**src/common/pacd_cfg.svh**
```systemverilog
// Offsets, field positions, reset values and selector codes of the clock-control block
`ifndef PACD_CFG_SVH
`define PACD_CFG_SVH

// ****************************************
// Register offsets (byte addresses)
// ****************************************
`define PACD_OFS_ACC1       8'h84
`define PACD_OFS_ACC2       8'h88
`define PACD_OFS_I3C_SEL    8'hA0
`define PACD_OFS_I3C_DIV    8'hA4
`define PACD_OFS_TMR0_SEL   8'hA8
`define PACD_OFS_TMR0_DIV   8'hAC
`define PACD_OFS_TMR1_SEL   8'hB0
`define PACD_OFS_TMR1_DIV   8'hB4
`define PACD_OFS_TMR2_SEL   8'hB8
`define PACD_OFS_TMR2_DIV   8'hBC

// ****************************************
// Writable masks and reset values
// ****************************************
`define PACD_ACC1_MASK      32'h077F_FFFF
`define PACD_ACC2_MASK      32'h0000_07FE
`define PACD_ACC1_RST       32'h0000_0000
`define PACD_ACC2_RST       32'h0000_040E
`define PACD_SEL_RST        3'h7
`define PACD_DIV_RST        4'h0

// ****************************************
// Field positions
// ****************************************
`define PACD_SEL_MSB        2
`define PACD_DIV_MSB        3
`define PACD_UNSTABLE_BIT   31
`define PACD_HALT_BIT       30
`define PACD_CNTRST_BIT     29

// ****************************************
// Source selector codes
// ****************************************
`define PACD_SEL_LF         3'h0
`define PACD_SEL_HF_GATED   3'h1
`define PACD_SEL_HF_DIV     3'h2
`define PACD_SEL_EXT        3'h3
`define PACD_SEL_16K        3'h4
`define PACD_SEL_1M         3'h5
`define PACD_SEL_PLL        3'h6
`define PACD_SEL_NONE       3'h7

`endif

```
**src/common/pacd_pkg.sv**
```systemverilog
// Types of the clock-control block
package pacd_pkg;

	// ****************************************
	// Register bus request
	// ****************************************
	typedef struct packed {
		logic        wr;
		logic        rd;
		logic [7:0]  addr;
		logic [31:0] wdata;
	} pacd_bus_req_t;

	// ****************************************
	// Clock sources, sampled as levels
	// ****************************************
	typedef struct packed {
		logic low_freq_osc_divided;
		logic high_freq_osc_gated;
		logic high_freq_osc_divided;
		logic ext_clock_in;
		logic clock_16_khz;
		logic clock_1_mhz;
		logic pll_output_divided;
	} pacd_src_t;

	// ****************************************
	// Divider control fields
	// ****************************************
	typedef struct packed {
		logic       halt;
		logic       cnt_rst;
		logic [3:0] div;
	} pacd_div_ctrl_t;

	// ****************************************
	// Auto-gating register layouts
	// ****************************************
	typedef struct packed {
		logic [4:0] rsv_hi;
		logic       random_generator;
		logic       symmetric_crypto_engine;
		logic       public_key_engine;
		logic       rsv_23;
		logic       uart_five;
		logic       i2c_three;
		logic       i2c_two;
		logic       can_one;
		logic       can_zero;
		logic       segment_lcd;
		logic [4:0] port;
		logic [3:0] amplifier;
		logic       dac_unit;
		logic [2:0] comparator;
		logic [1:0] converter;
		logic       os_timer;
		logic       pwm_one;
	} pacd_acc1_t;

	typedef struct packed {
		logic [20:0] rsv_hi;
		logic        rom_controller;
		logic        math_accelerator;
		logic [4:0]  gpio;
		logic [2:0]  ram_bank;
		logic        rsv_0;
	} pacd_acc2_t;

endpackage : pacd_pkg

```
**src/rtl/pacd_divider.sv**
```systemverilog
// Functional clock divider with halt, counter reset and stability flag
`timescale 1ns/1ns
`include "pacd_cfg.svh"

module pacd_divider #(
	parameter int DIV_W = 4
) (
	input  wire logic             clk,
	input  wire logic             sys_rst,
	input  wire logic             src,
	input  wire logic [DIV_W-1:0] div,
	input  wire logic             halt,
	input  wire logic             cnt_rst,
	input  wire logic             restart,
	output logic                  unstable_ff,
	output logic                  clk_out_ff
);

	logic             src_prev_ff;
	logic             halt_prev_ff;
	logic [DIV_W-1:0] cnt_ff;
	logic             src_fall;
	logic             wrap;

	assign src_fall = src_prev_ff & ~src;
	assign wrap     = src_fall & (cnt_ff >= div);

	always_ff @(posedge clk or posedge sys_rst) begin
		if (sys_rst) begin
			src_prev_ff  <= 1'b0;
			halt_prev_ff <= 1'b0;
		end else begin
			src_prev_ff  <= src;
			halt_prev_ff <= halt;
		end
	end

	// Count advances on source falls so the window is steady while the source is high
	always_ff @(posedge clk or posedge sys_rst) begin
		if (sys_rst) begin
			cnt_ff <= '0;
		end else if (cnt_rst || restart) begin
			cnt_ff <= '0;
		end else if (!halt && src_fall) begin
			cnt_ff <= wrap ? '0 : cnt_ff + 1'b1;
		end
	end

	always_ff @(posedge clk or posedge sys_rst) begin
		if (sys_rst) begin
			clk_out_ff <= 1'b0;
		end else if (halt || cnt_rst) begin
			clk_out_ff <= 1'b0;
		end else begin
			clk_out_ff <= src & (cnt_ff == '0);
		end
	end

	// Set wins over the clear that one full period at the new ratio brings
	always_ff @(posedge clk or posedge sys_rst) begin
		if (sys_rst) begin
			unstable_ff <= 1'b0;
		end else if (restart || cnt_rst || (halt_prev_ff && !halt)) begin
			unstable_ff <= 1'b1;
		end else if (!halt && wrap) begin
			unstable_ff <= 1'b0;
		end
	end
endmodule : pacd_divider

```
**src/rtl/pacd_top.sv**
```systemverilog
// Auto-gating enables, functional clock selectors and dividers with register port
`timescale 1ns/1ns
`include "pacd_cfg.svh"

module pacd_top #(
	parameter int DIV_W = 4
) (
	input  wire logic                   clk,
	input  wire logic                   sys_rst,
	input  wire pacd_pkg::pacd_bus_req_t bus_req,
	output logic [31:0]                 reg_rdata_ff,
	input  wire pacd_pkg::pacd_src_t    src,
	input  wire logic [3:0]             fclk_clk_en,
	input  wire logic [3:0]             fclk_auto_gate,
	input  wire logic [3:0]             fclk_periph_idle,
	output pacd_pkg::pacd_acc1_t        auto_gate_1_ff,
	output pacd_pkg::pacd_acc2_t        auto_gate_2_ff,
	output logic [3:0]                  fclk_ff
);

	// ****************************************
	// Channel map: 0 I3C, 1..3 timers zero..two
	// ****************************************
	localparam int N_CHAN = 4;

	localparam logic [7:0] SEL_OFS [N_CHAN] = '{
		`PACD_OFS_I3C_SEL, `PACD_OFS_TMR0_SEL, `PACD_OFS_TMR1_SEL, `PACD_OFS_TMR2_SEL
	};
	localparam logic [7:0] DIV_OFS [N_CHAN] = '{
		`PACD_OFS_I3C_DIV, `PACD_OFS_TMR0_DIV, `PACD_OFS_TMR1_DIV, `PACD_OFS_TMR2_DIV
	};
	localparam logic [N_CHAN-1:0] IS_TIMER = 4'hE;

	logic [2:0]               sel_ff [N_CHAN];
	pacd_pkg::pacd_div_ctrl_t dctl_ff [N_CHAN];
	logic [N_CHAN-1:0]        src_sel_ff;
	logic [N_CHAN-1:0]        restart;
	logic [N_CHAN-1:0]        div_out;
	logic [N_CHAN-1:0]        divider_unstable_flag;
	logic [31:0]              nxt_rdata;
	logic                     wr_acc1;
	logic                     wr_acc2;

	assign wr_acc1 = bus_req.wr && (bus_req.addr == `PACD_OFS_ACC1);
	assign wr_acc2 = bus_req.wr && (bus_req.addr == `PACD_OFS_ACC2);

	// ****************************************
	// Source decode per channel kind
	// ****************************************
	function automatic logic pick_src(
		input logic                is_timer,
		input logic [2:0]          code,
		input pacd_pkg::pacd_src_t s
	);
		logic v;
		v = 1'b0;
		case (code)
			`PACD_SEL_LF:       v = s.low_freq_osc_divided;
			`PACD_SEL_HF_GATED: v = is_timer & s.high_freq_osc_gated;
			`PACD_SEL_HF_DIV:   v = ~is_timer & s.high_freq_osc_divided;
			`PACD_SEL_EXT:      v = s.ext_clock_in;
			`PACD_SEL_16K:      v = is_timer & s.clock_16_khz;
			`PACD_SEL_1M:       v = s.clock_1_mhz;
			`PACD_SEL_PLL:      v = s.pll_output_divided;
			default:            v = 1'b0;
		endcase
		return v;
	endfunction : pick_src

	// ****************************************
	// Auto-gating registers
	// ****************************************
	always_ff @(posedge clk or posedge sys_rst) begin
		if (sys_rst) begin
			auto_gate_1_ff <= `PACD_ACC1_RST;
		end else if (wr_acc1) begin
			auto_gate_1_ff <= bus_req.wdata & `PACD_ACC1_MASK;
		end
	end

	always_ff @(posedge clk or posedge sys_rst) begin
		if (sys_rst) begin
			auto_gate_2_ff <= `PACD_ACC2_RST;
		end else if (wr_acc2) begin
			auto_gate_2_ff <= bus_req.wdata & `PACD_ACC2_MASK;
		end
	end

	// ****************************************
	// Per-channel selector, divider and gate
	// ****************************************
	for (genvar i = 0; i < N_CHAN; i++) begin : g_chan
		logic wr_sel;
		logic wr_div;

		assign wr_sel = bus_req.wr && (bus_req.addr == SEL_OFS[i]);
		assign wr_div = bus_req.wr && (bus_req.addr == DIV_OFS[i]);

		// A new source or ratio restarts the count and marks the output unsettled
		assign restart[i] = (wr_sel && bus_req.wdata[`PACD_SEL_MSB:0] != sel_ff[i])
			|| (wr_div && bus_req.wdata[`PACD_DIV_MSB:0] != dctl_ff[i].div);

		always_ff @(posedge clk or posedge sys_rst) begin
			if (sys_rst) begin
				sel_ff[i] <= `PACD_SEL_RST;
			end else if (wr_sel) begin
				sel_ff[i] <= bus_req.wdata[`PACD_SEL_MSB:0];
			end
		end

		always_ff @(posedge clk or posedge sys_rst) begin
			if (sys_rst) begin
				dctl_ff[i].halt    <= 1'b0;
				dctl_ff[i].cnt_rst <= 1'b0;
				dctl_ff[i].div     <= `PACD_DIV_RST;
			end else if (wr_div) begin
				dctl_ff[i].halt    <= bus_req.wdata[`PACD_HALT_BIT];
				dctl_ff[i].cnt_rst <= bus_req.wdata[`PACD_CNTRST_BIT];
				dctl_ff[i].div     <= bus_req.wdata[`PACD_DIV_MSB:0];
			end
		end

		always_ff @(posedge clk or posedge sys_rst) begin
			if (sys_rst) begin
				src_sel_ff[i] <= 1'b0;
			end else begin
				src_sel_ff[i] <= pick_src(IS_TIMER[i], sel_ff[i], src);
			end
		end

		pacd_divider #(
			.DIV_W (DIV_W)
		) u_div (
			.clk        (clk),
			.sys_rst    (sys_rst),
			.src        (src_sel_ff[i]),
			.div        (dctl_ff[i].div),
			.halt       (dctl_ff[i].halt),
			.cnt_rst    (dctl_ff[i].cnt_rst),
			.restart    (restart[i]),
			.unstable_ff (divider_unstable_flag[i]),
			.clk_out_ff (div_out[i])
		);

		// Enable must be on and auto-gating must not be idling the peripheral
		always_ff @(posedge clk or posedge sys_rst) begin
			if (sys_rst) begin
				fclk_ff[i] <= 1'b0;
			end else begin
				fclk_ff[i] <= div_out[i] & fclk_clk_en[i]
					& ~(fclk_auto_gate[i] & fclk_periph_idle[i]);
			end
		end
	end

	// ****************************************
	// Read path, data valid one cycle after strobe
	// ****************************************
	always_comb begin
		nxt_rdata = '0;
		if (bus_req.rd) begin
			if (bus_req.addr == `PACD_OFS_ACC1) begin
				nxt_rdata = auto_gate_1_ff;
			end
			if (bus_req.addr == `PACD_OFS_ACC2) begin
				nxt_rdata = auto_gate_2_ff;
			end
			for (int k = 0; k < N_CHAN; k++) begin
				if (bus_req.addr == SEL_OFS[k]) begin
					nxt_rdata = {29'h0, sel_ff[k]};
				end
				if (bus_req.addr == DIV_OFS[k]) begin
					nxt_rdata = {divider_unstable_flag[k], dctl_ff[k].halt, dctl_ff[k].cnt_rst,
						25'h0, dctl_ff[k].div};
				end
			end
		end
	end

	always_ff @(posedge clk or posedge sys_rst) begin
		if (sys_rst) begin
			reg_rdata_ff <= '0;
		end else begin
			reg_rdata_ff <= nxt_rdata;
		end
	end
endmodule : pacd_top

```
**config.mk**
```make
export PLATFORM = sky130hd
export DESIGN_NAME = pacd_top
export DESIGN_NICKNAME = d
export VERILOG_FILES = /design/src/common/pacd_pkg.sv /design/src/rtl/pacd_divider.sv /design/src/rtl/pacd_top.sv
export VERILOG_INCLUDE_DIRS = /design/src /design/src/common
export SDC_FILE = /design/constraint.sdc
export NUM_CORES = 1
export LEC_CHECK = 0
export BUFFER_PORTS_ARGS = -buffer_cell sky130_fd_sc_hd__clkbuf_2
export CAP_MARGIN = 5
export CORE_MARGIN = 4
export CORE_UTILIZATION = 55
export CTS_CLUSTER_DIAMETER = 100
export DETAILED_ROUTE_END_ITERATION = 8
export HOLD_SLACK_MARGIN = 0.12
export PLACE_DENSITY = 0.83
export SYNTH_ARGS = -nofsm -noshare
export SYNTH_HDL_FRONTEND = slang
export SYNTH_SLANG_ARGS = --single-unit
```
**constraint.sdc**
```tcl
create_clock -name clk -period 5.87 [get_ports clk]
set_clock_uncertainty 0.2 [all_clocks]
set_input_delay 0.587 -clock clk [delete_from_list [all_inputs] [get_ports clk]]
set_output_delay 0.587 -clock clk [all_outputs]
set_load 0.005 [all_outputs]
```
-- After elaboration in Yosys (flattened, before gate mapping)
Cells that the tools add are included.
- bitwise operators: 32
- multiplexer cells: 39
- eq/ne operators: 37
- add/subtract/negate cells: 4
- order comparisons: 4
- reduce and logical (&&, ||, !) cells: 66
- operators with widths (operator ; number):
    $mux W32 ; 10
    $eq A8 B8 Y1 const B ; 10
    $mux W4 ; 12
    $eq A3 B3 Y1 const B ; 11
    $logic_and A1 B1 Y1 ; 30
    $mux W27 ; 1
    $and A1 B1 Y1 ; 24
    $pmux W1 S6 ; 3
    $add A4 B1 Y4 const B ; 4
    $ge A4 B4 Y1 ; 4
    $logic_not A4 Y1 ; 4
    $logic_or A1 B1 Y1 ; 16
    $ne A4 B4 Y1 ; 4
    $reduce_bool A2 Y1 ; 8
    $eq A3 B2 Y1 const B ; 5
    $logic_not A3 Y1 ; 4
    $mux W1 ; 12
    $ne A3 B3 Y1 ; 4
    $eq A3 B1 Y1 const B ; 3
    $not A1 Y1 ; 8
    $pmux W1 S5 ; 1
    $logic_not A1 Y1 ; 4
- logic and storage cells: 247
- bits in registers: 144
- input bits: 63

-- Longest topological paths before layout
- word-level depth: 12
- gate-level depth with buffers: 8

-- Cells and area by module
Synthesis repeated with hierarchy kept, for this count alone.
- cell total of the unflattened synthesis: 655
- area, all modules: 7499.7 µm²
- modules (own cells, without submodules) (module ; cells each ; area an instance (µm²) ; times used ; seq. area each (µm²)):
    pacd_top ; 443 ; 5457.7 ; 1 ; 2747.6
    pacd_divider ; 53 ; 510.5 ; 4 ; 200.2

-- Worst setup path after synthesis
OpenSTA, ideal clock, no wires.
- path type: input-to-reg
- start point: input port bus_req[3] (netlist bit)
- end point: register g_chan[2].u_div.unstable_ff
- stages on the path: 6
- path slack: 3.688 ns
- arrival time: 1.856 ns
- path buffers: 1
- data required time: 5.544 ns
- path through: clkbuf_1 -> xor2_1 -> nor4_1 -> a21oi_1 -> a31o_2 -> a221o_1
- word-level cells in the longest chain between the ends: 6
- RTL lines (item ; RTL line ; source):
    start: declaration ; pacd_top.sv:10 ; input wire pacd_pkg::pacd_bus_req_t bus_req,
    $ne A4 B4 Y1 (*) ; pacd_top.sv:101 ; || (wr_div && bus_req.wdata[`PACD_DIV_MSB:0] != dctl_ff[i].div);
    $logic_and A1 B1 Y1 (*) ; pacd_top.sv:101 ;
    $logic_or A1 B1 Y1 (*) ; pacd_top.sv:100 ; assign restart[i] = (wr_sel && bus_req.wdata[`PACD_SEL_MSB:0] != sel_ff[i])
    $logic_or A1 B1 Y1 (*) (2 in series) ; pacd_divider.sv:63 ; end else if (restart || cnt_rst || (halt_prev_ff && !halt)) begin
    $mux W1 or $reduce_bool A2 Y1 (tied branches) ; n/a ;
    end signal: assignment ; pacd_divider.sv:62 ; unstable_ff <= 1'b0;
    end signal: assignment ; pacd_divider.sv:64 ; unstable_ff <= 1'b1;
    end signal: assignment ; pacd_divider.sv:66 ; unstable_ff <= 1'b0;
    end: declaration ; pacd_divider.sv:15 ; output logic unstable_ff,
Every way passes the cells marked *; elsewhere a longest branch is shown, timed or not.
A chain may end at the register's enable or synchronous reset.

-- Final worst setup path
- start point: input port bus_req[34] (netlist bit)
- end point: register reg_rdata_ff[7]
- word-level cells in the longest chain between the ends: 12
- RTL lines (item ; RTL line ; source):
    $eq A8 B8 Y1 (no source line) ; n/a ;
    $mux W27 ; pacd_top.sv:162 ; if (bus_req.addr == `PACD_OFS_ACC1) begin
    $mux W32 ; pacd_top.sv:165 ; if (bus_req.addr == `PACD_OFS_ACC2) begin
    $mux W32 ; pacd_top.sv:169 ; if (bus_req.addr == SEL_OFS[k]) begin
    $mux W32 ; pacd_top.sv:172 ; if (bus_req.addr == DIV_OFS[k]) begin
    $mux W32 ; pacd_top.sv:169 ;
    $mux W32 ; pacd_top.sv:172 ;
    $mux W32 ; pacd_top.sv:169 ;
    $mux W32 ; pacd_top.sv:172 ;
    $mux W32 ; pacd_top.sv:169 ;
    $mux W32 (*) ; pacd_top.sv:172 ;
    $mux W32 (*) ; pacd_top.sv:161 ; if (bus_req.rd) begin
    net nxt_rdata[7] ; pacd_top.sv:40 ; logic [31:0] nxt_rdata;
    end signal: assignment ; pacd_top.sv:184 ; reg_rdata_ff <= nxt_rdata;
    end: declaration ; pacd_top.sv:11 ; output logic [31:0] reg_rdata_ff,
The timed path passes the listed nets; every way through them passes the cells marked *.

==> impl_metrics.yaml <==
synth:
  synth_area_leaders: "dfrtp_1 43%, mux2_2 8.2%, dfstp_2 5.7%"
  synth_flop_cell: "dfrtp_1"
  synth_edf_count: 0
  synth_top_family_by_area: "simple AND/OR/NAND/NOR gates"
  syn_avg_cell_area_um2: 11.37
  synth_top_cell_area_share: 0.4274
  ys_async_sr_fraction: 1.000
  netlist_instances: 644
  synth-xor-area-share: 0.03350
  synth.area.mux_share: 0.1427
  synthTopCellsByCount: "125 x dfrtp_1, 53 x mux2_2, 40 x nand2_1"
  synthAdderAreaFrac: 0.04103
  synth_cell_type_count: 63
  synth_area_um2: 7320
  yosys.area_share.simple: 0.1538
  synth-compound-area-share: 0.07932
  ys_seq_area_frac: 0.4848
  synth_most_common_cell: "dfrtp_1"
  ys_warn_count: 0
  yosys.area.top_type: "dfrtp_1"
  synth-seq-cells: 141
critical_path:
  r2r_setup_slack_ns: 3.56
  end_kind: "flip-flop"
  rr_endpoint: "g_chan[1].u_div.cnt_ff[3]"
  critPathRequiredTime_ns: 6.01
  r2r_cells: 7
  startpoint_type: "primary input"
  arrival_ns: 2.97
  r2r-start: "g_chan[1].u_div.cnt_ff[0]"
  worstSetupPathType: "in -> reg"
  crit_fanout: 25
detailed_routing:
  drt-initial-drc-count: 578
  vias: 5601
  dr_wl_met3_mm: 1.252
  vias_per_cell: 5.859
  wl_met2_mm: 9.422
  highest_layer: "met5"
  wl_per_cell_um: 19.25
  firstDrtPassIters: 6
  drc: 0
  wirelength_mm: 18.40
  met1_length_mm: 7.044
  ant_nets: 0
status:
  outcome: "finished clean"
global_route:
  grt_max_degree: 79
  gr-usage-all-layers: 0.2457
  first_global_vias: 5678
  overflow: 0
  grt_pass1_wl_mm: 28.70
  antenna_found_initial: 1
job:
  cap_violations: 0
worst_hold_path:
  min-delay-start: "bus_req[24]"
  hold_depth: 2
  whs_endpoint: "auto_gate_1_ff[24]"
  min_path_type: "in -> reg"
clock_tree:
  cts-root-buf: "clkbuf_16"
  insertion_delay_ns: 0.43
  cts-htree-levels: 4
  cts_setup_buffers: 0
  cts.reportedPaths.clkPinSlew_ns: 0.06
  clockBufferDepth: 2
  cts_tree: "built"
  numCtsBuffers: 17
  cts_sinks: 141
floorplan:
  pin_count: 163
  die-width_um: 123.4
  die-area_um2: 15220
  initial_utilization: 0.5707
  die_y_um: 123.4
  rows: 41
  coreArea_um2: 12820
sta:
  min_period_over_period: 0.4812
  tightest_slew_ns: 0.8006
  setup_viol: 0
  fin_crit_ns: 2.824
  slew_headroom: 0.4663
  final-hold-violation-count: 0
  maxSlewViolCount: 0
  fin_tns_setup_ns: 0
  max_freq_mhz: 354.1
  grt_setup_unrepaired: "false"
power:
  ir_drop_v: 0.0001839
  leakage_nw: 4.279
  power.density_nw_per_um2: 330.8
place:
  portBuffers: 127
  dp_hpwl_mm: 12.71
  routabilityCongestion: 0.9251
layout:
  antenna_cells: 0
  fin_util: 0.6742
  drive_gt1_frac: 0.3406
  final_nets: 858
  syn_to_final_growth_pct: 18.14
==> worst max-delay path, stage by stage <==
cell and delay [ns]:
clkbuf_2 0.43, inv_2 0.18, nor4_4 0.61, and2_1 0.74
a22oi_1 0.22, nor2_1 0.18
==> layout make-up <==
cell class                 count  area (µm²)
clock buffer                  18       439.2
clock inverter                14       180.2
inverter                      26       102.6
sequential                   141        3548
fill                         939        4178
multi-input combinational    446        3413
timing repair buffer         139       748.2
tap                          172       215.2
==> sequential cells by signal, indices dropped and copies added (netlist names) <==
name                       cells
reg_rdata_ff                  29
auto_gate_1_ff                26
g_chan.u_div.clk_out_ff        4
auto_gate_2_ff                10
g_chan.u_div.src_prev_ff       4
sel_ff                        12
dctl_ff                       24
g_chan.u_div.unstable_ff       4
g_chan.u_div.halt_prev_ff      4
src_sel_ff                     4
g_chan.u_div.cnt_ff           16
fclk_ff                        4
==> stage by stage <==
stage / std cells / hold WS [ns] / cell area (µm²) / setup WS (ns) / total power [mW]
after global routing: 956 / 0.1789 / 8647 / 2.873 / 2.990
after CTS: 956 / 0.1729 / 8647 / 3.120 / 2.865
after floorplan: 674 / 0.1591 / 7432 / 1.328 / 1.571
after global placement: 915 / 0.1720 / 7938 / 2.826 / 1.669
after detailed placement: 915 / 0.1761 / 7938 / 2.729 / 1.726
final: 956 / 0.1900 / 8647 / 3.046 / 2.861
==> what timing repair did <==
action                     in CTS  in global routing
hold buffers                    9                  0
resized for setup               0                  0
setup endpoints to repair       0                  0
hold endpoints to repair       68                  0
==> worst max-delay path by stage <==
stage	startpoint	end	slack, ns	depth (start not counted)
after detailed placement	bus_req[34]	reg_rdata_ff[7]	2.73	6
after global routing	bus_req[34]	reg_rdata_ff[7]	2.87	6
after global placement	bus_req[34]	auto_gate_1_ff[2]	2.83	5
after CTS	bus_req[34]	reg_rdata_ff[7]	3.12	6
after floorplan	sys_rst	auto_gate_1_ff[0]	1.33	1
final	bus_req[34]	reg_rdata_ff[7]	3.05	6
==> cells by family (layout without fill, tap and decap cells) <==
logic type | Yosys count | count (layout)
multiplexers | 84 | 84
buffers and inverters | 87 | 197
flip-flops | 141 | 141
AO/OA/AOI/OAI | 86 | 86
other | 1 | 31
AND/OR/NAND/NOR | 193 | 193
adder cells (fa/ha/maj) | 24 | 24
XOR/XNOR | 28 | 28
==> layer usage <==
| metal | global-route usage | vias to the layer above |
|---|---|---|
| li1 | - | 2497 |
| met1 | 0.3024 | 2751 |
| met2 | 0.4064 | 278 |
| met3 | 0.05764 | 73 |
| met4 | 0.1218 | 2 |
| met5 | 0 | - |
==> power by group <==
group	total, mW	switching (mW)	internal [mW]
Clock	1.12	0.435	0.687
Combinational	0.532	0.295	0.237
Sequential	1.21	0.122	1.08
==> placed cells by master, fill, tap and decap left out, types with 10 or more instances in the layout <==
| master | instances |
|---|---|
| a21oi_1 | 22 |
| a22oi_1 | 12 |
| a31oi_1 | 14 |
| and3_1 | 15 |
| clkbuf_16 | 17 |
| clkbuf_2 | 127 |
| conb_1 | 31 |
| dfrtp_1 | 125 |
| dfstp_2 | 16 |
| ha_1 | 24 |
| inv_1 | 24 |
| mux2_2 | 53 |
| mux2_4 | 20 |
| nand2_1 | 40 |
| nand3_1 | 27 |
| nand3b_1 | 16 |
| nor2_1 | 24 |
| nor3_1 | 11 |
| o21ai_0 | 10 |
| xnor2_1 | 14 |
| xor2_1 | 14 |
No activity file was read; power rests on OpenSTA's default activity.
